<file path="src/design/pam_pkg.sv">
// Package with register map, signal identifiers and the pin routing table of the pin alternate-function mux.
package pam_pkg;

	// APB address width seen by the block and the register byte addresses.
	localparam int          PAM_ADDR_W        = 12;
	localparam logic [11:0] PAM_PORT_A_SEL_OFS = 12'h038;
	localparam logic [11:0] PAM_PORT_B_SEL_OFS = 12'h03C;

	// Reset values of the two select registers: every pin starts as general-purpose I/O.
	localparam logic [31:0] PAM_PORT_A_SEL_RST = 32'h0000_0000;
	localparam logic [31:0] PAM_PORT_B_SEL_RST = 32'h0000_0000;

	// Pin counts, select field layout and the general-purpose code.
	localparam int         PAM_PINS_PER_PORT = 16;
	localparam int         PAM_NUM_PINS      = 32;
	localparam int         PAM_FIELD_W       = 2;
	localparam logic [1:0] PAM_CODE_GPIO     = 2'h0;

	// Peripheral signal identifier; it indexes the peripheral-side port vectors.
	typedef logic [5:0] pam_sig_t;
	localparam int       PAM_NUM_SIG          = 40;
	localparam pam_sig_t PAM_SIG_NONE         = 6'h00;
	localparam pam_sig_t PAM_SIG_A0_TX        = 6'h01;
	localparam pam_sig_t PAM_SIG_A0_RX        = 6'h02;
	localparam pam_sig_t PAM_SIG_A0_RTS_N     = 6'h03;
	localparam pam_sig_t PAM_SIG_A0_CTS_N     = 6'h04;
	localparam pam_sig_t PAM_SIG_A1_TX        = 6'h05;
	localparam pam_sig_t PAM_SIG_A1_RX        = 6'h06;
	localparam pam_sig_t PAM_SIG_A1_CTS_N     = 6'h07;
	localparam pam_sig_t PAM_SIG_A1_HS_N      = 6'h08;
	localparam pam_sig_t PAM_SIG_LF_XTAL_OUT  = 6'h09;
	localparam pam_sig_t PAM_SIG_LF_XTAL_IN   = 6'h0A;
	localparam pam_sig_t PAM_SIG_MAIN_XTAL_OUT = 6'h0B;
	localparam pam_sig_t PAM_SIG_MAIN_XTAL_IN = 6'h0C;
	localparam pam_sig_t PAM_SIG_AUD_MCLK_OUT = 6'h0D;
	localparam pam_sig_t PAM_SIG_DIGITAL_MIC_CLOCK     = 6'h0E;
	localparam pam_sig_t PAM_SIG_DMIC_DATA    = 6'h0F;
	localparam pam_sig_t PAM_SIG_PWM0_CH0     = 6'h10;
	localparam pam_sig_t PAM_SIG_PWM0_CH1     = 6'h11;
	localparam pam_sig_t PAM_SIG_PWM0_CH2     = 6'h12;
	localparam pam_sig_t PAM_SIG_PWM0_CH3     = 6'h13;
	localparam pam_sig_t PAM_SIG_TMR0_EVT     = 6'h14;
	localparam pam_sig_t PAM_SIG_TMR1_EVT     = 6'h15;
	localparam pam_sig_t PAM_SIG_SPK_PLUS     = 6'h16;
	localparam pam_sig_t PAM_SIG_SPK_MINUS    = 6'h17;
	localparam pam_sig_t PAM_SIG_TW0_CLK      = 6'h18;
	localparam pam_sig_t PAM_SIG_TW0_DATA     = 6'h19;
	localparam pam_sig_t PAM_SIG_S1_DIN       = 6'h1A;
	localparam pam_sig_t PAM_SIG_S1_DOUT      = 6'h1B;
	localparam pam_sig_t PAM_SIG_S1_CLK       = 6'h1C;
	localparam pam_sig_t PAM_SIG_S1_SEL_N     = 6'h1D;
	localparam pam_sig_t PAM_SIG_S0_DOUT      = 6'h1E;
	localparam pam_sig_t PAM_SIG_S0_DOUT_ALT  = 6'h1F;
	localparam pam_sig_t PAM_SIG_S0_DIN_ALT   = 6'h20;
	localparam pam_sig_t PAM_SIG_S0_CLK       = 6'h21;
	localparam pam_sig_t PAM_SIG_S0_SEL_N     = 6'h22;
	localparam pam_sig_t PAM_SIG_ADC_TRIG     = 6'h23;
	localparam pam_sig_t PAM_SIG_AS0_DOUT     = 6'h24;
	localparam pam_sig_t PAM_SIG_AS0_DIN      = 6'h25;
	localparam pam_sig_t PAM_SIG_AS0_BCLK     = 6'h26;
	localparam pam_sig_t PAM_SIG_AS0_FSYNC    = 6'h27;

	// Level a peripheral input sees while no pin feeds it; active-low inputs idle high.
	localparam logic [39:0] PAM_SIG_IDLE = 40'h04_2000_0090;

	// Port A routing: one row per pin from pin 0, columns are codes 00, 01, 10, 11.
	localparam pam_sig_t PAM_MAP_A [16][4] = '{
		'{PAM_SIG_NONE, PAM_SIG_S0_DIN_ALT, PAM_SIG_NONE, PAM_SIG_AS0_FSYNC},
		'{PAM_SIG_NONE, PAM_SIG_S0_DOUT, PAM_SIG_NONE, PAM_SIG_AS0_BCLK},
		'{PAM_SIG_NONE, PAM_SIG_S0_CLK, PAM_SIG_DMIC_DATA, PAM_SIG_AS0_DIN},
		'{PAM_SIG_NONE, PAM_SIG_S0_SEL_N, PAM_SIG_ADC_TRIG, PAM_SIG_AS0_DOUT},
		'{PAM_SIG_NONE, PAM_SIG_NONE, PAM_SIG_NONE, PAM_SIG_NONE},
		'{PAM_SIG_NONE, PAM_SIG_S0_DOUT_ALT, PAM_SIG_A0_RX, PAM_SIG_S1_CLK},
		'{PAM_SIG_NONE, PAM_SIG_A0_TX, PAM_SIG_TW0_DATA, PAM_SIG_S1_SEL_N},
		'{PAM_SIG_NONE, PAM_SIG_A0_RX, PAM_SIG_TW0_CLK, PAM_SIG_S1_DIN},
		'{PAM_SIG_NONE, PAM_SIG_TW0_DATA, PAM_SIG_A1_TX, PAM_SIG_A0_RTS_N},
		'{PAM_SIG_NONE, PAM_SIG_TW0_CLK, PAM_SIG_A1_RX, PAM_SIG_A0_CTS_N},
		'{PAM_SIG_NONE, PAM_SIG_PWM0_CH0, PAM_SIG_TMR0_EVT, PAM_SIG_SPK_PLUS},
		'{PAM_SIG_NONE, PAM_SIG_PWM0_CH1, PAM_SIG_TMR1_EVT, PAM_SIG_SPK_MINUS},
		'{PAM_SIG_NONE, PAM_SIG_PWM0_CH2, PAM_SIG_MAIN_XTAL_IN, PAM_SIG_TW0_DATA},
		'{PAM_SIG_NONE, PAM_SIG_PWM0_CH3, PAM_SIG_MAIN_XTAL_OUT, PAM_SIG_TW0_CLK},
		'{PAM_SIG_NONE, PAM_SIG_A1_TX, PAM_SIG_DIGITAL_MIC_CLOCK, PAM_SIG_LF_XTAL_IN},
		'{PAM_SIG_NONE, PAM_SIG_A1_RX, PAM_SIG_AUD_MCLK_OUT, PAM_SIG_LF_XTAL_OUT}
	};

	// Port B routing, same layout as port A.
	localparam pam_sig_t PAM_MAP_B [16][4] = '{
		'{PAM_SIG_NONE, PAM_SIG_S1_DOUT, PAM_SIG_NONE, PAM_SIG_NONE},
		'{PAM_SIG_NONE, PAM_SIG_S1_CLK, PAM_SIG_NONE, PAM_SIG_NONE},
		'{PAM_SIG_NONE, PAM_SIG_S1_SEL_N, PAM_SIG_NONE, PAM_SIG_NONE},
		'{PAM_SIG_NONE, PAM_SIG_S1_DIN, PAM_SIG_NONE, PAM_SIG_NONE},
		'{PAM_SIG_NONE, PAM_SIG_AS0_FSYNC, PAM_SIG_NONE, PAM_SIG_NONE},
		'{PAM_SIG_NONE, PAM_SIG_AS0_BCLK, PAM_SIG_NONE, PAM_SIG_NONE},
		'{PAM_SIG_NONE, PAM_SIG_AS0_DIN, PAM_SIG_NONE, PAM_SIG_NONE},
		'{PAM_SIG_NONE, PAM_SIG_AS0_DOUT, PAM_SIG_NONE, PAM_SIG_NONE},
		'{PAM_SIG_NONE, PAM_SIG_TW0_DATA, PAM_SIG_AS0_FSYNC, PAM_SIG_A1_HS_N},
		'{PAM_SIG_NONE, PAM_SIG_TW0_CLK, PAM_SIG_AS0_BCLK, PAM_SIG_A1_CTS_N},
		'{PAM_SIG_NONE, PAM_SIG_NONE, PAM_SIG_AS0_DIN, PAM_SIG_A1_TX},
		'{PAM_SIG_NONE, PAM_SIG_NONE, PAM_SIG_AS0_DOUT, PAM_SIG_A1_RX},
		'{PAM_SIG_NONE, PAM_SIG_S0_DIN_ALT, PAM_SIG_S1_DOUT, PAM_SIG_DMIC_DATA},
		'{PAM_SIG_NONE, PAM_SIG_S0_DOUT, PAM_SIG_S1_CLK, PAM_SIG_ADC_TRIG},
		'{PAM_SIG_NONE, PAM_SIG_S0_CLK, PAM_SIG_S1_SEL_N, PAM_SIG_DIGITAL_MIC_CLOCK},
		'{PAM_SIG_NONE, PAM_SIG_S0_SEL_N, PAM_SIG_S1_DIN, PAM_SIG_AUD_MCLK_OUT}
	};

endpackage

</file>
<file path="src/design/pam_pin_mux.sv">
// Pin alternate-function mux for ports A and B with its APB register slave.
// How it works
// - pin n field at bits 2n+1:2n.
// - code 00 connects pin to GPIO.
// - listed nonzero code routes pin to its peripheral, unlisted code releases it.
// - port A select at 0x38, resets zero.
// - port B select at 0x3C, resets zero.
// - port A pins 15 and 14 routing.
// - port A pins 13 and 12 routing.
// - port A pins 11 and 10 routing.
// - port A pins 9 and 8 routing.
// - port A pins 7 and 6 routing.
// - port A pin 5 routing, pin 4 GPIO only.
// - port A pins 3 and 2 routing.
// - port A pins 1 and 0 routing.
// - port B pins 15 and 14 routing.
// - port B pins 13 and 12 routing.
// - port B pins 11 and 10 routing.
// - port B pins 9 and 8 routing.
// - port B pins 7 to 4 audio serial.
// - port B pins 3 to 0 sync port 1.
`timescale 1ns/1ps

module pam_pin_mux
	import pam_pkg::*;
(
	// Clock and reset.
	input  wire logic                             clk_i,
	input  wire logic                             rstn_i,

	// APB slave port.
	input  wire logic                             psel_i,
	input  wire logic                             penable_i,
	input  wire logic                             pwrite_i,
	input  wire logic [pam_pkg::PAM_ADDR_W-1:0]   paddr_i,
	input  wire logic [31:0]                      pwdata_i,
	input  wire logic [3:0]                       pstrb_i,
	output logic      [31:0]                      prdata_o,
	output logic                                  pready_o,
	output logic                                  pslverr_o,

	// Pads, pin n of port A is bit n, pin n of port B is bit 16+n.
	input  wire logic [pam_pkg::PAM_NUM_PINS-1:0] pad_in_i,
	output logic      [pam_pkg::PAM_NUM_PINS-1:0] pad_out_o,
	output logic      [pam_pkg::PAM_NUM_PINS-1:0] pad_oe_o,

	// General-purpose I/O logic side.
	input  wire logic [pam_pkg::PAM_NUM_PINS-1:0] gpio_out_i,
	input  wire logic [pam_pkg::PAM_NUM_PINS-1:0] gpio_oe_i,
	output logic      [pam_pkg::PAM_NUM_PINS-1:0] gpio_in_o,
	output logic      [pam_pkg::PAM_NUM_PINS-1:0] gpio_owned_o,

	// Peripheral side, indexed by peripheral signal identifier.
	input  wire logic [pam_pkg::PAM_NUM_SIG-1:0]  periph_out_i,
	input  wire logic [pam_pkg::PAM_NUM_SIG-1:0]  periph_oe_i,
	output logic      [pam_pkg::PAM_NUM_SIG-1:0]  periph_in_o
);

	import pam_pkg::*;

	// Data flow in brief.
	// Software writes two select registers.
	// Each pin looks up its 2-bit field in a table.
	// Code 00 gives the pin to the GPIO logic.
	// A listed code gives it to one peripheral.
	// An unlisted code releases the pin.
	// Pad outputs are combinational, no added delay.
	// Pad inputs pass two sync flops and a register.
	// Port A pin n is pad bit n, port B pin n bit 16+n.
	// Peripheral vectors are indexed by signal id.
	// Id zero is no signal and always reads zero.
	// Crystal signals are routed like any other.
	// Writes are not locked; any write acts at once.
	// Software must not route one signal to two pins.

	// Port A select register, one 2-bit field per pin.
	logic [31:0]             port_a_sel_reg;
	// Port B select register, one 2-bit field per pin.
	logic [31:0]             port_b_sel_reg;
	// Pad levels after the two-flop synchroniser.
	logic [PAM_NUM_PINS-1:0] pad_sync;
	// Each _next vector is this cycle's table lookup.
	// Each _reg vector holds it and drives a port.
	// Next and registered values of what the GPIO logic sees.
	logic [PAM_NUM_PINS-1:0] gpio_in_next;
	logic [PAM_NUM_PINS-1:0] gpio_in_reg;
	// Next and registered ownership flags.
	logic [PAM_NUM_PINS-1:0] gpio_owned_next;
	logic [PAM_NUM_PINS-1:0] gpio_owned_reg;
	// Next and registered values of what the peripherals see.
	logic [PAM_NUM_SIG-1:0]  periph_in_next;
	logic [PAM_NUM_SIG-1:0]  periph_in_reg;
	// Shared decode keeps write, error and read
	// consistent with each other.
	// Decoded APB access phase.
	logic                    apb_access;
	// Address hits on the two select registers.
	logic                    hit_a;
	logic                    hit_b;

	// Returns the 2-bit select code of pin 0..31 from both registers.
	// Port B sits above port A in one 64-bit view.
	// One indexing rule then serves all 32 pins.
	function automatic logic [1:0] pam_pin_code(
		input logic [31:0] sel_a,
		input logic [31:0] sel_b,
		input int          pin
	);
		logic [63:0] sel_all;
		sel_all = {sel_b, sel_a};
		return sel_all[PAM_FIELD_W*pin +: PAM_FIELD_W];
	endfunction

	// Returns the peripheral signal that a pin's current code routes to.
	// The tables live in the package, written once.
	// PAM_SIG_NONE marks a code with no function.
	// Code 00 also maps to it; callers test 00 first.
	function automatic pam_sig_t pam_pin_sig(
		input logic [31:0] sel_a,
		input logic [31:0] sel_b,
		input int          pin
	);
		logic [1:0] code;
		code = pam_pin_code(sel_a, sel_b, pin);
		if (pin < PAM_PINS_PER_PORT)
		begin
			// Port A table
			return PAM_MAP_A[pin][code];
		end
		else
		begin
			// Port B table
			return PAM_MAP_B[pin-PAM_PINS_PER_PORT][code];
		end
	endfunction

	// Merges write data into a register under the APB byte strobes.
	// A clear strobe bit keeps the old byte.
	// Software can so change four pins at a time.
	// A byte holds whole fields, none is ever split.
	function automatic logic [31:0] pam_apply_strb(
		input logic [31:0] old_val,
		input logic [31:0] wdata,
		input logic [3:0]  strb
	);
		logic [31:0] result;
		result = old_val;
		for (int b = 0; b < 4; b++)
		begin
			if (strb[b])
			begin
				result[8*b +: 8] = wdata[8*b +: 8];
			end
		end
		return result;
	endfunction

	// The pad levels come from outside the clock domain, so they are synchronised first.
	// GPIO pins pass both stages too, so every
	// pin sees the same latency; the price is two
	// cycles on each input path.
	pam_sync #(
		.W(PAM_NUM_PINS)
	) u_pad_sync (
		.clk_i  (clk_i),
		.rstn_i (rstn_i),
		.async_i(pad_in_i),
		.sync_o (pad_sync)
	);

	// The slave never inserts wait states, so every access ends in its first access cycle.
	// The registers are plain flip-flops.
	// There is nothing to wait for, so a transfer
	// takes two cycles: setup, then one access.
	// A tied-high ready can never hang the bus.
	assign apb_access = psel_i & penable_i;
	assign pready_o   = 1'b1;

	// Address decode; low address bits must match too, so misaligned addresses miss.
	// Every address bit is compared, so nothing
	// aliases; a partial decode would be smaller
	// but would hide software address mistakes.
	assign hit_a = (paddr_i == PAM_PORT_A_SEL_OFS);
	assign hit_b = (paddr_i == PAM_PORT_B_SEL_OFS);

	// An unmapped address answers with an error in the access phase and changes nothing.
	// The error shows only while penable is high.
	// Write enables below need a hit as well,
	// so a refused write never lands.
	assign pslverr_o = apb_access & ~(hit_a | hit_b);

	// Read data mux; unmapped addresses and idle cycles read as zero.
	// The mux is combinational, so read data is
	// valid from the setup cycle on.
	// Gating with psel keeps the bus quiet.
	// Reads have no side effects.
	always_comb
	begin
		prdata_o = 32'h0000_0000;
		if (psel_i && hit_a)
		begin
			prdata_o = port_a_sel_reg;
		end
		else if (psel_i && hit_b)
		begin
			prdata_o = port_b_sel_reg;
		end
	end

	// Port A select register; byte strobes allow partial updates of the pin fields.
	// The write lands at the edge ending the
	// access cycle; the pad mux uses the new
	// fields from the next cycle on.
	// Reset makes every pin a GPIO pin.
	always_ff @(posedge clk_i or negedge rstn_i)
	begin
		if (!rstn_i)
		begin
			port_a_sel_reg <= PAM_PORT_A_SEL_RST;
		end
		else if (apb_access && pwrite_i && hit_a)
		begin
			port_a_sel_reg <= pam_apply_strb(port_a_sel_reg, pwdata_i, pstrb_i);
		end
	end

	// Port B select register, same behaviour as port A.
	// Its fields cover pad bits 16 to 31.
	// Reset gives every port B pin to GPIO.
	// Strobes act exactly as for port A.
	always_ff @(posedge clk_i or negedge rstn_i)
	begin
		if (!rstn_i)
		begin
			port_b_sel_reg <= PAM_PORT_B_SEL_RST;
		end
		else if (apb_access && pwrite_i && hit_b)
		begin
			port_b_sel_reg <= pam_apply_strb(port_b_sel_reg, pwdata_i, pstrb_i);
		end
	end

	// Output path to the pads. It is kept combinational from the select registers so a
	// peripheral's output reaches its pin without an added cycle, and so that a new
	// routing is on the pins in the cycle right after the write edge.
	// The price is a long path from the select
	// registers to the pads.
	// Each pin reads only its own field.
	// A released pin drives zero, enable low.
	// GPIO and peripheral drives share this clock,
	// so they need no synchroniser here.
	always_comb
	begin
		pam_sig_t sig;
		sig       = PAM_SIG_NONE;
		pad_out_o = '0;
		pad_oe_o  = '0;
		for (int i = 0; i < PAM_NUM_PINS; i++)
		begin
			sig = pam_pin_sig(port_a_sel_reg, port_b_sel_reg, i);
			if (pam_pin_code(port_a_sel_reg, port_b_sel_reg, i) == PAM_CODE_GPIO)
			begin
				// The GPIO logic owns the pin and its own settings govern it.
				pad_out_o[i] = gpio_out_i[i];
				pad_oe_o[i]  = gpio_oe_i[i];
			end
			else if (sig == PAM_SIG_NONE)
			begin
				// A code with no function leaves the pin released and unconnected.
				pad_out_o[i] = 1'b0;
				pad_oe_o[i]  = 1'b0;
			end
			else
			begin
				// The selected peripheral drives the pin; the GPIO logic is cut off.
				pad_out_o[i] = periph_out_i[sig];
				pad_oe_o[i]  = periph_oe_i[sig];
			end
		end
	end

	// Input path to GPIO logic and peripherals. A pin that is not in GPIO mode reads as
	// zero to the GPIO logic. When several pins select the same peripheral input, the
	// lowest pin number wins; software should avoid such double selection anyway.
	// The loop runs from the top pin down, so the
	// lowest pin's assignment is the one that stays.
	// Unfed inputs rest idle, so active-low
	// requests read as inactive.
	// Only synchronised pad levels are read here.
	always_comb
	begin
		pam_sig_t sig;
		sig             = PAM_SIG_NONE;
		gpio_in_next    = '0;
		gpio_owned_next = '0;
		periph_in_next  = PAM_SIG_IDLE;
		for (int i = PAM_NUM_PINS - 1; i >= 0; i--)
		begin
			sig = pam_pin_sig(port_a_sel_reg, port_b_sel_reg, i);
			if (pam_pin_code(port_a_sel_reg, port_b_sel_reg, i) == PAM_CODE_GPIO)
			begin
				gpio_in_next[i]    = pad_sync[i];
				gpio_owned_next[i] = 1'b1;
			end
			else if (sig != PAM_SIG_NONE)
			begin
				periph_in_next[sig] = pad_sync[i];
			end
		end
		// Identifier zero stands for no signal and always rests at its idle level.
		periph_in_next[PAM_SIG_NONE] = 1'b0;
	end

	// Input-side outputs come from flip-flops; they lag the pads by the two sync stages
	// plus this one, three cycles in all.
	// The register keeps the sync output off
	// long routes to the peripherals.
	// Ownership resets to all ones: every pin
	// starts as a GPIO pin.
	always_ff @(posedge clk_i or negedge rstn_i)
	begin
		if (!rstn_i)
		begin
			gpio_in_reg    <= '0;
			gpio_owned_reg <= '1;
			periph_in_reg  <= PAM_SIG_IDLE;
		end
		else
		begin
			gpio_in_reg    <= gpio_in_next;
			gpio_owned_reg <= gpio_owned_next;
			periph_in_reg  <= periph_in_next;
		end
	end

	// Drive the registered views out.
	// No logic sits between these registers and
	// the ports. The GPIO logic may use
	// gpio_owned_o to ignore pins it does not own.
	assign gpio_in_o    = gpio_in_reg;
	assign gpio_owned_o = gpio_owned_reg;
	assign periph_in_o  = periph_in_reg;

endmodule

</file>
<file path="src/design/pam_sync.sv">
// Two-flop synchroniser for a vector of pad levels.
`timescale 1ns/1ps

module pam_sync #(
	parameter int W = 32
) (
	// Clock and reset.
	input  wire logic         clk_i,
	input  wire logic         rstn_i,
	// Asynchronous levels in, synchronised levels out.
	input  wire logic [W-1:0] async_i,
	output logic      [W-1:0] sync_o
);

	// First stage may go metastable; only the second stage reads it.
	logic [W-1:0] sync_meta_reg;
	// Second stage, the only output of this module.
	logic [W-1:0] sync_out_reg;

	// Both stages clear to zero under reset.
	always_ff @(posedge clk_i or negedge rstn_i)
	begin
		if (!rstn_i)
		begin
			sync_meta_reg <= '0;
			sync_out_reg  <= '0;
		end
		else
		begin
			sync_meta_reg <= async_i;
			sync_out_reg  <= sync_meta_reg;
		end
	end

	assign sync_o = sync_out_reg;

endmodule

</file>
<file path="config.mk">
export PLATFORM = sky130hd
export DESIGN_NAME = pam_pin_mux
export DESIGN_NICKNAME = d
export VERILOG_FILES = /design/src/design/pam_pkg.sv /design/src/design/pam_pin_mux.sv /design/src/design/pam_sync.sv
export SDC_FILE = /design/constraint.sdc
export NUM_CORES = 1
export LEC_CHECK = 0
export ABC_CLOCK_PERIOD_IN_PS = 7600
export BUFFER_PORTS_ARGS = -buffer_cell sky130_fd_sc_hd__buf_2
export CAP_MARGIN = 30
export CORE_AREA = 2 2 166 168
export DETAILED_ROUTE_END_ITERATION = 16
export DIE_AREA = 0 0 168 170
export PLACE_DENSITY = 0.78
export REMOVE_ABC_BUFFERS = 1
export SYNTH_ARGS = -nofsm -noshare
export SYNTH_HDL_FRONTEND = slang
export SYNTH_SLANG_ARGS = --single-unit
</file>
<file path="constraint.sdc">
create_clock -name clk_i -period 7.6 [get_ports clk_i]
set_input_delay 2.28 -clock clk_i [delete_from_list [all_inputs] [get_ports clk_i]]
set_output_delay 2.28 -clock clk_i [all_outputs]
set_load 0.01 [all_outputs]
</file>
Word-level counts from Yosys, hierarchy flattened
Cells that the tools add are included.
{ "op_classes": {"n_mux": 577, "n_reduce_logical": 141, "magnitude_cmp": 96, "n_bitwise": 39, "eq_ne": 2} }
{ "ops": {"columns": ["operator", "count"], "rows": [
  ["40-bit two-way mux", 64],
  ["40-bit bitwise mux", 31],
  ["1-bit binary-select mux with 6-bit select", 64],
  ["6-bit binary-select mux with 2-bit select", 32],
  ["6-bit two-way mux", 64],
  ["1-bit two-way mux", 288],
  ["6-bit by 7-bit < comparator with 1-bit output, second input constant", 32],
  ["1-bit demux with 6-bit select", 32],
  ["6-bit by 1-bit greater-or-equal comparator with 1-bit output, second input constant", 32],
  ["6-bit logical NOT", 32],
  ["6-bit nonzero test", 32],
  ["3-bit greater-or-equal comparator, second input constant", 32],
  ["2-bit NOT with 3-bit output", 32],
  ["2-bit logical NOT", 32],
  ["32-bit two-way mux", 2],
  ["1-bit logical AND", 37],
  ["36-bit bitwise AND", 1],
  ["12-bit by 6-bit == test with 1-bit output, second input constant", 2],
  ["2-bit AND reduction", 8],
  ["4-bit NOT", 1],
  ["4-bit OR", 1],
  ["1-bit bitwise AND", 2],
  ["1-bit NOT", 1],
  ["1-bit OR", 1]
]} }
{ "word_totals": {"elab_cells": 868, "out_inout_bits": 202, "ff_bits": 231, "input_bits": 229} }

Depth between registers and ports, before layout
Gate-level depths: netlist (run 1).
{ "logic_depth": {"depth_word": 105, "depth_mapped": 9, "mapped_depth_nobuf": 7} }

By module
From an unflattened synthesis (run 1), not the netlist that was laid out.
{ "unflattened": {"hier_cells": 1106, "area_unflattened_um2": 13031.2} }
{ "modules_own_cells": {"columns": ["module", "cells_each", "instances", "seq_area_each_um2", "area_per_inst_um2"], "rows": [
  ["pam_pin_mux", 1042, 1, 4224.1, 11429.7],
  ["pam_sync", 64, 1, 1601.5, 1601.5]
]} }

Worst setup path after synthesis (run 1)
Ideal clock, no wire load.
{ "synth_timing": {"path_kind": "input -> output", "start": "input port paddr_i[7] (netlist name)", "end": "output port prdata_o[10]", "path_stages": 6, "required_time_ns": 5.320, "path_slack_ns": 1.419, "t_arrival_ns": 3.901, "n_path_buf": 1, "cell_sequence": "or4b_1 > nor3_1 > nand3_1 > nor2_1 > clkbuf_1 > a22o_1"} }
{ "synth_via": {"elab_chain_len": 4, "elab_cells_between_ends": 6, "cone_classes": "2 x eq/ne; 2 x mux; 2 x reduce/logical"} }
{ "synth_rtl": {"columns": ["element", "line", "text"], "rows": [
  ["from (decl)", "pam_pin_mux.sv:35", "input wire logic [pam_pkg::PAM_ADDR_W-1:0] paddr_i,"],
  ["12-bit by 6-bit == test with 1-bit output", "pam_pin_mux.sv:184", "assign hit_b = (paddr_i == PAM_PORT_B_SEL_OFS);"],
  ["1-bit logical AND", "pam_pin_mux.sv:204", "else if (psel_i && hit_b)"],
  ["32-bit two-way mux", "pam_pin_mux.sv:204", null],
  ["32-bit two-way mux (*)", "pam_pin_mux.sv:200", "if (psel_i && hit_a)"],
  ["to (decl)", "pam_pin_mux.sv:38", "output logic [31:0] prdata_o,"]
]} }
Every way passes the cells marked *; elsewhere a longest branch is shown, timed or not.

Worst setup path after layout (run 1)
{ "layout_timing": {"start": "input port paddr_i[7] (netlist name)", "end": "output port prdata_o[3]"} }
The elaborated chain is that of the path after synthesis.

==> flow_summary.yaml, run 1 <==
placed_design:
  dp_hpwl_mm: 38.8
  dp.cells: 1805
  port_buffers: 428
  gp_congestion: 0.978
floorplan:
  die_height_um: 170
  dieWidth_um: 168
  core_mm2: 0.0267
  io-pin-count: 431
  rows: 60
  initial_core_util_pct: 49.0
  die_area_mm2: 0.0286
routing:
  firstDrtPassIters: 7
  vias: 11300
  wl_per_cell_um: 26.7
  finalWirelength_mm: 49.5
  drc: 0
  antenna_left: 0
  vias_per_cell: 6.11
  initialDrtViolationCount: 1234
cts:
  cts_tree: "built"
  cts_post_setup_buffers_inserted: 0
  clk_pin_slew_ns: 0.06
  cts_buffer_depth: 3
  ctsResizeCount: 0
  clk-insertion-delay-late_ns: 0.54
  h-tree-depth: 1
  cts_hold_buffers: 0
  cts_buffers: 24
  clockRootBuffer: "clkbuf_16"
  cts_sinks: 231
yosys:
  synth_seq_cells: 231
  synth_seq_area_share_pct: 44.6
  synth_edf_count: 0
  synth_area_leaders: "dfrtp_1, mux4_2, mux2_2"
  ys_types: 61
  yosysTopAreaCellShare_pct: 37.4
  synth_largest_area_cell: "dfrtp_1"
  synth_ff_type: "dfrtp_1"
  syn_inst: 1092
  avgSynthCellArea_um2: 12.0
  synth_area_mm2: 0.0131
  yosys_warnings: 0
  async_reset_ff_share_pct: 100
power_and_ir_drop:
  p_leak_nw: 7.56
  powerDensity_mw_per_mm2: 166
  p_total_w: 0.00270
  vdd_drop_max_v: 0.000154
setup_path:
  crit_type: "input pin to primary output"
  start_kind: "input pin"
  worstSetupStartpoint: "paddr_i[7]"
  r2r-end: "periph_in_o[39]"
  worstPathMaxFanout: 19
  r2r_cells: 6
  reg2reg_from: "port_b_sel_reg[31]"
  end_kind: "primary output"
  r2r_slack_ns: 4.48
  cp_data_arrival_time_ns: 4.13
  required_ns: 5.32
min_path:
  min_to: "u_pad_sync.sync_o[22]"
  min_from: "u_pad_sync.sync_meta_reg[22]"
  hp-class: "flip-flop to flip-flop"
  whs_path_depth: 0
sta:
  setup_viol: 0
  skew_ns: 0.0210
  fmax_mhz: 156
  post-route-min-period_ns: 6.41
  hold_viol: 0
  fin_setup_tns_ns: 0
  maxSlewViolCount: 0
  rsz0062_at_grt: "false"
  fin_crit_sh_pct: 84.3
  max-slew-margin-rel_pct: 41.7
  tightestPinTransition_ns: 0.874
global_route:
  track_usage_pct: 34.3
  antenna_found_initial: 9
  grt_pass1_vias: 11100
  grt_max_degree: 119
  grt-ovfl-total: 0
  grt_first_pass_wirelength_mm: 71.4
status:
  status: "finished clean"
final_layout:
  drive_gt1_share_pct: 45.9
  final_cells: 1855
  finalCoreUtilization_pct: 61.0
  largest_reg_flops: 39
  layout_common_cells: "buf_2, dfrtp_1, mux2_2"
  syn_to_final_growth_pct: 24.4
  nets: 1790
  final_common_cell: "buf_2"
run:
  cap_violations: 0
## power breakdown
part	leakage [nW]	switching (W)	internal [W]
Clock	0.383	0.000500	0.000672
Sequential	2.88	0.0000198	0.00126
Combinational	4.29	0.000143	0.000107
## logic make-up after synthesis
family          count (synthesis)  share of synthesized area (%)
mux                           214                           24.4
simple gates                  308                           12.3
other cells                     2                         0.0575
fa+ha+maj                      71                           6.80
buf+inv                       107                           3.26
compound gates                159                           8.60
flops                         231                           44.6
## area by class of cell
cell class	instances	area, µm²
inverters	43	161
clock inverters	12	131
well taps	341	427
multi-input cells	754	6820
repair buffers	436	2220
flip-flops and latches	231	5830
clock buffers	31	647
fillers	2168	10400
diodes	7	17.5
## worst max-delay path, cell delays in order
cell and delay [ns]:
buf_2 0.09, or4b_1 0.54, nor3_1 0.25, nand3_1 0.16, nor2_2 0.14, buf_4 0.30, a22o_1 0.20, buf_2 0.13
## worst max-delay path by stage
stage,cells past startpoint,slack (ns),endpoint
final,8,1.19,prdata_o[3]
after global placement,8,1.28,prdata_o[3]
after CTS,8,1.20,prdata_o[3]
after global routing,8,1.08,prdata_o[3]
after detailed placement,8,1.20,prdata_o[3]
after floorplan,5,0.77,prdata_o[0]
## cell usage after synthesis (3+ instances only)
cell      number
dfrtp_1      195
mux2_2        87
mux4_2        75
nor2_1        75
ha_1          71
nand2_1       64
clkbuf_1      56
mux2i_1       51
inv_1         43
and2_1        38
a22o_1        36
dfstp_2       36
o21ai_0       36
nand3_1       28
nor2b_1       26
nand2b_1      25
a21oi_1       22
nand3b_1      14
a31oi_1       11
a31o_2         8
nor3_1         8
a221oi_1       6
buf_4          6
nor3b_1        6
a211oi_1       4
a21o_1         4
a311oi_1       4
nand2_2        4
o22ai_1        4
a222oi_1       3
and3_1         3
o31ai_1        3
## metal layers
layer  GRT usage [%]  vias up  wire, µm
met4            16.5        0      2610
li1                -     4796         -
met1            45.7     5611     19500
met3            6.98      168      4530
met2            54.0      754     22900
met5               0        -         0
## metrics by stage
step	hold WS, ns	cell area, µm²	setup WS [ns]
after detailed placement	0.335	15500	1.20
after CTS	0.347	16200	1.20
after global routing	0.347	16200	1.08
after floorplan	0.331	12800	0.775
final	0.342	16200	1.19
after global placement	0.331	15400	1.28
No activity file was read; power rests on OpenSTA's default activity.
==> run 2: changes to the inputs <==
--- a/config.mk
+++ b/config.mk
@@ -5,13 +5,13 @@
 export SDC_FILE = /design/constraint.sdc
 export NUM_CORES = 1
 export LEC_CHECK = 0
-export ABC_CLOCK_PERIOD_IN_PS = 7600
+export ABC_AREA = 1
+export ABC_CLOCK_PERIOD_IN_PS = 5200
 export BUFFER_PORTS_ARGS = -buffer_cell sky130_fd_sc_hd__buf_2
 export CAP_MARGIN = 30
-export CORE_AREA = 2 2 166 168
+export CORE_UTILIZATION = 47
 export DETAILED_ROUTE_END_ITERATION = 16
-export DIE_AREA = 0 0 168 170
-export PLACE_DENSITY = 0.78
+export PLACE_DENSITY = 0.77
 export REMOVE_ABC_BUFFERS = 1
 export SYNTH_ARGS = -nofsm -noshare
 export SYNTH_HDL_FRONTEND = slang
==> constraint.sdc (replaced) <==
create_clock -name clk_i -period 5.2 [get_ports clk_i]
set_input_delay 1.56 -clock clk_i [delete_from_list [all_inputs] [get_ports clk_i]]
set_output_delay 1.56 -clock clk_i [all_outputs]
set_load 0.01 [all_outputs]
==> flow_summary.yaml, run 2 <==
yosys:
  synth_ff_type: "dfrtp_1"
  synth_edf_count: 0
  synth-simple-area-share_pct: 24.1
  synth_top_family_by_area: "simple AND/OR/NAND/NOR gates"
  syn_inst: 1800
  synth_seq_cells: 231
  synth_largest_area_cell: "dfrtp_1"
  ys_types: 45
  synthMostInstantiatedCell: "nand2_1"
  synth.mux.area_fraction_pct: 0.519
  synth_common_cells: "nand2_1, inv_1, dfrtp_1"
  synth_area_mm2: 0.0137
  yosys_warnings: 0
  synth_area_leaders: "dfrtp_1, nand2_1, dfstp_2"
  yosysTopAreaCellShare_pct: 35.5
  yosys.area_share.xor_xnor_pct: 0
  async_reset_ff_share_pct: 100
  avgSynthCellArea_um2: 7.63
  yosys.area_share.adder_pct: 6.47
  synth_seq_area_share_pct: 42.4
  synth_compound_area_share_pct: 17.2
power_and_ir_drop:
  powerDensity_mw_per_mm2: 243
  p_leak_nw: 8.72
  p_total_w: 0.00415
  vdd_drop_max_v: 0.000238
final_layout:
  n_fill_cell: 2674
  nets: 2505
  drive_gt1_share_pct: 25.6
  largest_reg_flops: 39
  final_cells: 2612
  layout_common_cells: "nand2_1, buf_2, inv_1"
  final_common_cell: "nand2_1"
  syn_to_final_growth_pct: 24.2
run:
  cap_violations: 0
global_route:
  grt-ovfl-total: 0
  grt_pass1_vias: 14200
  grt_first_pass_wirelength_mm: 88.7
  antenna_found_initial: 6
  track_usage_pct: 39.8
  grt_max_degree: 112
setup_path:
  cpPeakStageDelay_ns: 0.68
  crit_type: "flip-flop to primary output"
  end_kind: "primary output"
  worstPathMaxFanout: 15
  start_kind: "flip-flop"
  path_cells: "inv_1 > ha_1 > inv_1 > o21ai_0 > a21oi_1 > o21ai_1 > buf_4 > nand2_1 > buf_2"
  cp_slowest_cell: "dfrtp_1"
  path_common_cell: "inv_1"
  required_ns: 3.64
  r2r_cells: 11
  cp_data_arrival_time_ns: 3.41
routing:
  drc: 0
  finalWirelength_mm: 60.4
  firstDrtPassIters: 6
  initialDrtViolationCount: 1620
  vias: 15000
  antenna_left: 0
  wl_per_cell_um: 23.1
  vias_per_cell: 5.75
cts:
  clk-insertion-delay-late_ns: 0.55
  cts_buffer_depth: 3
  h-tree-depth: 1
  cts_sinks: 231
  clk_pin_slew_ns: 0.06
  clockRootBuffer: "clkbuf_16"
  cts_hold_buffers: 0
  cts_tree: "built"
  cts_buffers: 26
sta:
  fmax_mhz: 201
  skew_ns: 0.0132
  maxSlewViolCount: 0
  fin_crit_sh_pct: 95.5
  setup_viol: 0
  hold_viol: 0
  max-slew-margin-rel_pct: 42.9
  rsz0062_at_grt: "false"
  tightestPinTransition_ns: 0.857
  post-route-min-period_ns: 4.97
status:
  status: "finished clean"
floorplan:
  die_area_mm2: 0.0299
  core_mm2: 0.0287
  dieWidth_um: 173
  io-pin-count: 431
  rows: 62
  die_height_um: 173
  initial_core_util_pct: 47.9
min_path:
  hp-class: "flip-flop to flip-flop"
  whs_path_depth: 0
placed_design:
  dp_hpwl_mm: 47.5
  dp.cells: 2561
  port_buffers: 428
  gp_congestion: 1.01
-- run 2: cell types whose count changed after synthesis, moves of 37 or more --
cell,change
a21oi_1,+60
and2_1,-37
inv_1,+194
mux2_2,-86
mux2i_1,-45
mux4_2,-75
nand2_1,+378
nand3_1,+99
nand4_1,+45
o21ai_0,+120
o21ai_1,+46
-- run 2: cell type report --
type                            instances  area, µm²  share of cell area (%)
Multi-Input combinational cell       1255       6650                    39.0
Sequential cell                       231       5830                    34.1
Timing Repair Buffer                  446       2300                    13.5
Inverter                              245        920                    5.39
Clock buffer                           41        777                    4.55
Tap cell                              384        480                    2.82
Clock inverter                          7        104                   0.609
Antenna cell                            3       7.51                  0.0440
-- run 2: cells by family after synthesis --
family / count (synthesis)
AND/OR/NAND/NOR: 769
adder cells (fa/ha/maj): 71
multiplexers: 7
flip-flops: 231
buffers and inverters: 314
other: 2
AO/OA/AOI/OAI: 406
-- run 2: repair_timing --
item                                    CTS  global route
resized for setup                         0             1
buffers inserted                          0             0
endpoints found under the setup margin    0             1
-- run 2: per-layer routing --
layer  GRT usage, %  share of wire (%)  vias to the layer above
li1               -                  -                     6775
met1           53.0                 40                     7073
met2           63.3                 45                      983
met3           7.19                 10                      173
met4           17.9                5.0                        6
met5              0              0.068                        -
-- run 2: path summary, 6_finish.rpt --
kind | startpoint | end | slack (ns)
setup / recovery | port_b_sel_reg[16] | pad_oe_o[24] | 0.23
hold / removal | u_pad_sync.sync_meta_reg[3] | u_pad_sync.sync_o[3] | 0.35
setup reg to reg | port_b_sel_reg[31] | periph_in_o[31] | 2.27
hold reg to reg | u_pad_sync.sync_meta_reg[3] | u_pad_sync.sync_o[3] | 0.35
max in group asynchronous | rstn_i | gpio_owned_o[10] | 3.21
min in group asynchronous | rstn_i | gpio_in_o[17] | 1.07
-- run 2: power breakdown --
group	switching, W	internal (W)
registers	0.0000239	0.00184
clock network	0.000750	0.00112
logic	0.000272	0.000138
total	0.00105	0.00310
-- run 2: per-stage QoR --
stage | setup TNS (ns) | utilization [%] | setup WS (ns) | cell area [µm²] | hold WS, ns
finish | 0 | 59.5 | 0.233 | 17100 | 0.348
global route | 0 | 59.4 | 0.0170 | 17100 | 0.352
CTS | 0 | 59.4 | 0.129 | 17100 | 0.348
detailed placement | 0 | 56.4 | 0.509 | 16200 | 0.335
global placement | 0 | 56.4 | 0.524 | 16200 | 0.331
floorplan | -13.83 | - | -0.470 | 13400 | 0.331
-- run 2: worst max-delay path: cells and delay by family (launching register included) --
family                   cells  cell delay (ns)
buffers and inverters        4             0.83
AO/OA/AOI/OAI                3             0.75
adder cells (fa/ha/maj)      1             0.56
flip-flops                   1             0.68
AND/OR/NAND/NOR              1             0.04
==> run 3: changes to the inputs <==
--- a/config.mk
+++ b/config.mk
@@ -11,8 +11,9 @@
 export CAP_MARGIN = 30
 export CORE_UTILIZATION = 47
 export DETAILED_ROUTE_END_ITERATION = 16
-export PLACE_DENSITY = 0.77
+export PLACE_DENSITY = 0.78
 export REMOVE_ABC_BUFFERS = 1
 export SYNTH_ARGS = -nofsm -noshare
 export SYNTH_HDL_FRONTEND = slang
+export SYNTH_HIERARCHICAL = 1
 export SYNTH_SLANG_ARGS = --single-unit
==> flow_summary.yaml, run 3 <==
routing:
  finalWirelength_mm: 60.3
  vias: 15200
  firstDrtPassIters: 6
  antenna_left: 0
  initialDrtViolationCount: 1736
  drc: 0
  vias_per_cell: 5.82
  wl_per_cell_um: 23.1
sta:
  rsz0062_at_grt: "false"
  skew_ns: 0.0151
  hold_viol: 0
  fin_crit_sh_pct: 95.7
  fin_ws_ns: 0.223
  max-slew-margin-rel_pct: 33.7
  maxSlewViolCount: 0
  fmax_mhz: 201
  tightestPinTransition_ns: 0.991
  setup_viol: 0
  post-route-min-period_ns: 4.98
  fin_setup_tns_ns: 0
floorplan:
  io-pin-count: 431
  die_height_um: 172
  rows: 61
  dieWidth_um: 172
  initial_core_util_pct: 48.2
  die_area_mm2: 0.0295
  core_mm2: 0.0281
yosys:
  yosysTopAreaCellShare_pct: 36.1
  synth_area_leaders: "dfrtp_1, nand2_1, o21ai_0"
  synth_largest_area_cell: "dfrtp_1"
  ys_types: 40
  async_reset_ff_share_pct: 100
  synth_seq_area_share_pct: 43.0
  syn_inst: 1808
  synth_ff_type: "dfrtp_1"
  synth_seq_cells: 231
  synth_area_mm2: 0.0135
  synth_common_cells: "nand2_1, inv_1, o21ai_0"
  synth_edf_count: 0
  synthMostInstantiatedCell: "nand2_1"
  yosys_warnings: 6
  avgSynthCellArea_um2: 7.49
power_and_ir_drop:
  powerDensity_mw_per_mm2: 249
  vdd_drop_max_v: 0.000230
  p_leak_nw: 8.55
setup_path:
  r2r_slack_ns: 2.39
  crit_type: "flip-flop to primary output"
  r2r-end: "periph_in_o[31]"
  start_kind: "flip-flop"
  reg2reg_from: "port_b_sel_reg[29]"
  end_kind: "primary output"
  cp_data_arrival_time_ns: 3.42
  r2r_cells: 12
  worstPathMaxFanout: 18
  required_ns: 3.64
cts:
  cts_post_setup_buffers_inserted: 0
  cts_tree: "built"
  ctsResizeCount: 0
  cts_sinks: 231
  h-tree-depth: 1
  clk_pin_slew_ns: 0.07
  cts_hold_buffers: 0
  cts_buffer_depth: 3
  clk-insertion-delay-late_ns: 0.55
  clockRootBuffer: "clkbuf_16"
  cts_buffers: 25
final_layout:
  final_common_cell: "buf_2"
  fin_area_mm2: 0.0169
  layout_common_cells: "buf_2, nand2_1, inv_1"
  n_fill_cell: 2696
  largest_reg_flops: 39
  nets: 2508
  syn_to_final_growth_pct: 24.9
  register_area_mm2: 0.00583
  multi_input_area_mm2: 0.00648
  drive_gt1_share_pct: 23.8
  finalCoreUtilization_pct: 60.2
  final_cells: 2606
min_path:
  min_to: "u_pad_sync/sync_o[30]"
  whs_path_depth: 0
  hp-class: "flip-flop to flip-flop"
  min_from: "u_pad_sync/sync_meta_reg[30]"
placed_design:
  dpl-instance-area_mm2: 0.0160
  port_buffers: 428
  gp_congestion: 1.04
  dp.cells: 2559
  dp_slack_ns: 0.695
  dp_hpwl_mm: 47.4
global_route:
  antenna_found_initial: 5
  grt_pass1_vias: 14200
  grt_max_degree: 105
  grt-ovfl-total: 0
  track_usage_pct: 40.6
  grt_first_pass_wirelength_mm: 87.1
run:
  cap_violations: 0
status:
  status: "finished clean"
==> run 3: cell families after synthesis <==
logic type / after synthesis / synth area share (%)
other cells: 2 / 0.0555
mux: 4 / 0.296
fa+ha+maj: 71 / 6.56
flops: 231 / 43.0
simple gates: 753 / 23.8
compound gates: 425 / 17.1
buf+inv: 322 / 9.11
==> run 3: cell type report <==
type                    count  share of cell area [%]
diodes                      1                  0.0148
clock buffers              37                    4.20
clock inverters             9                    1.03
inverters                 248                    5.51
multi-input cells        1255                    38.3
flip-flops and latches    231                    34.5
well taps                 378                    2.80
repair buffers            447                    13.6
==> run 3: worst max-delay path: stages, from the launching register on <==
cell and delay, ns:
dfrtp_1 0.60, inv_1 0.09, buf_4 0.19, ha_1 0.68, o21ai_0 0.18, o21ai_0 0.51
o21ai_0 0.27, inv_1 0.09, nand2_1 0.09, buf_2 0.15
==> run 3: worst max-delay path by stage <==
stage / to / start / depth (start not counted) / slack [ns]
finish: pad_out_o[30] / port_b_sel_reg[29] / 9 / 0.22
global route: pad_oe_o[30] / port_b_sel_reg[29] / 11 / 0.14
CTS: pad_oe_o[30] / port_b_sel_reg[29] / 11 / 0.34
detailed placement: prdata_o[11] / paddr_i[0] / 8 / 0.69
global placement: pad_out_o[30] / periph_out_i[32] / 8 / 0.76
floorplan: prdata_o[0] / paddr_i[0] / 5 / -0.37
==> run 3: routing by layer <==
layer  track usage (%)  up-vias  part of all wire [%]
li1                  -     6779                     -
met1              53.2     7191                    39
met2              64.6     1009                    46
met3              8.19      183                    11
met4              18.4       10                   4.7
met5                 0        -                 0.099
==> run 3: through the flow <==
step	power (W)	hold slack, ns
global route	0.00431	0.353
global placement	0.00228	0.332
finish	0.00420	0.335
floorplan	0.00200	0.331
CTS	0.00421	0.327
detailed placement	0.00228	0.336
==> run 3: power breakdown <==
part	internal, W	switching [W]
logic	0.000135	0.000264
clock network	0.00119	0.000749
registers	0.00184	0.0000260
total	0.00316	0.00104
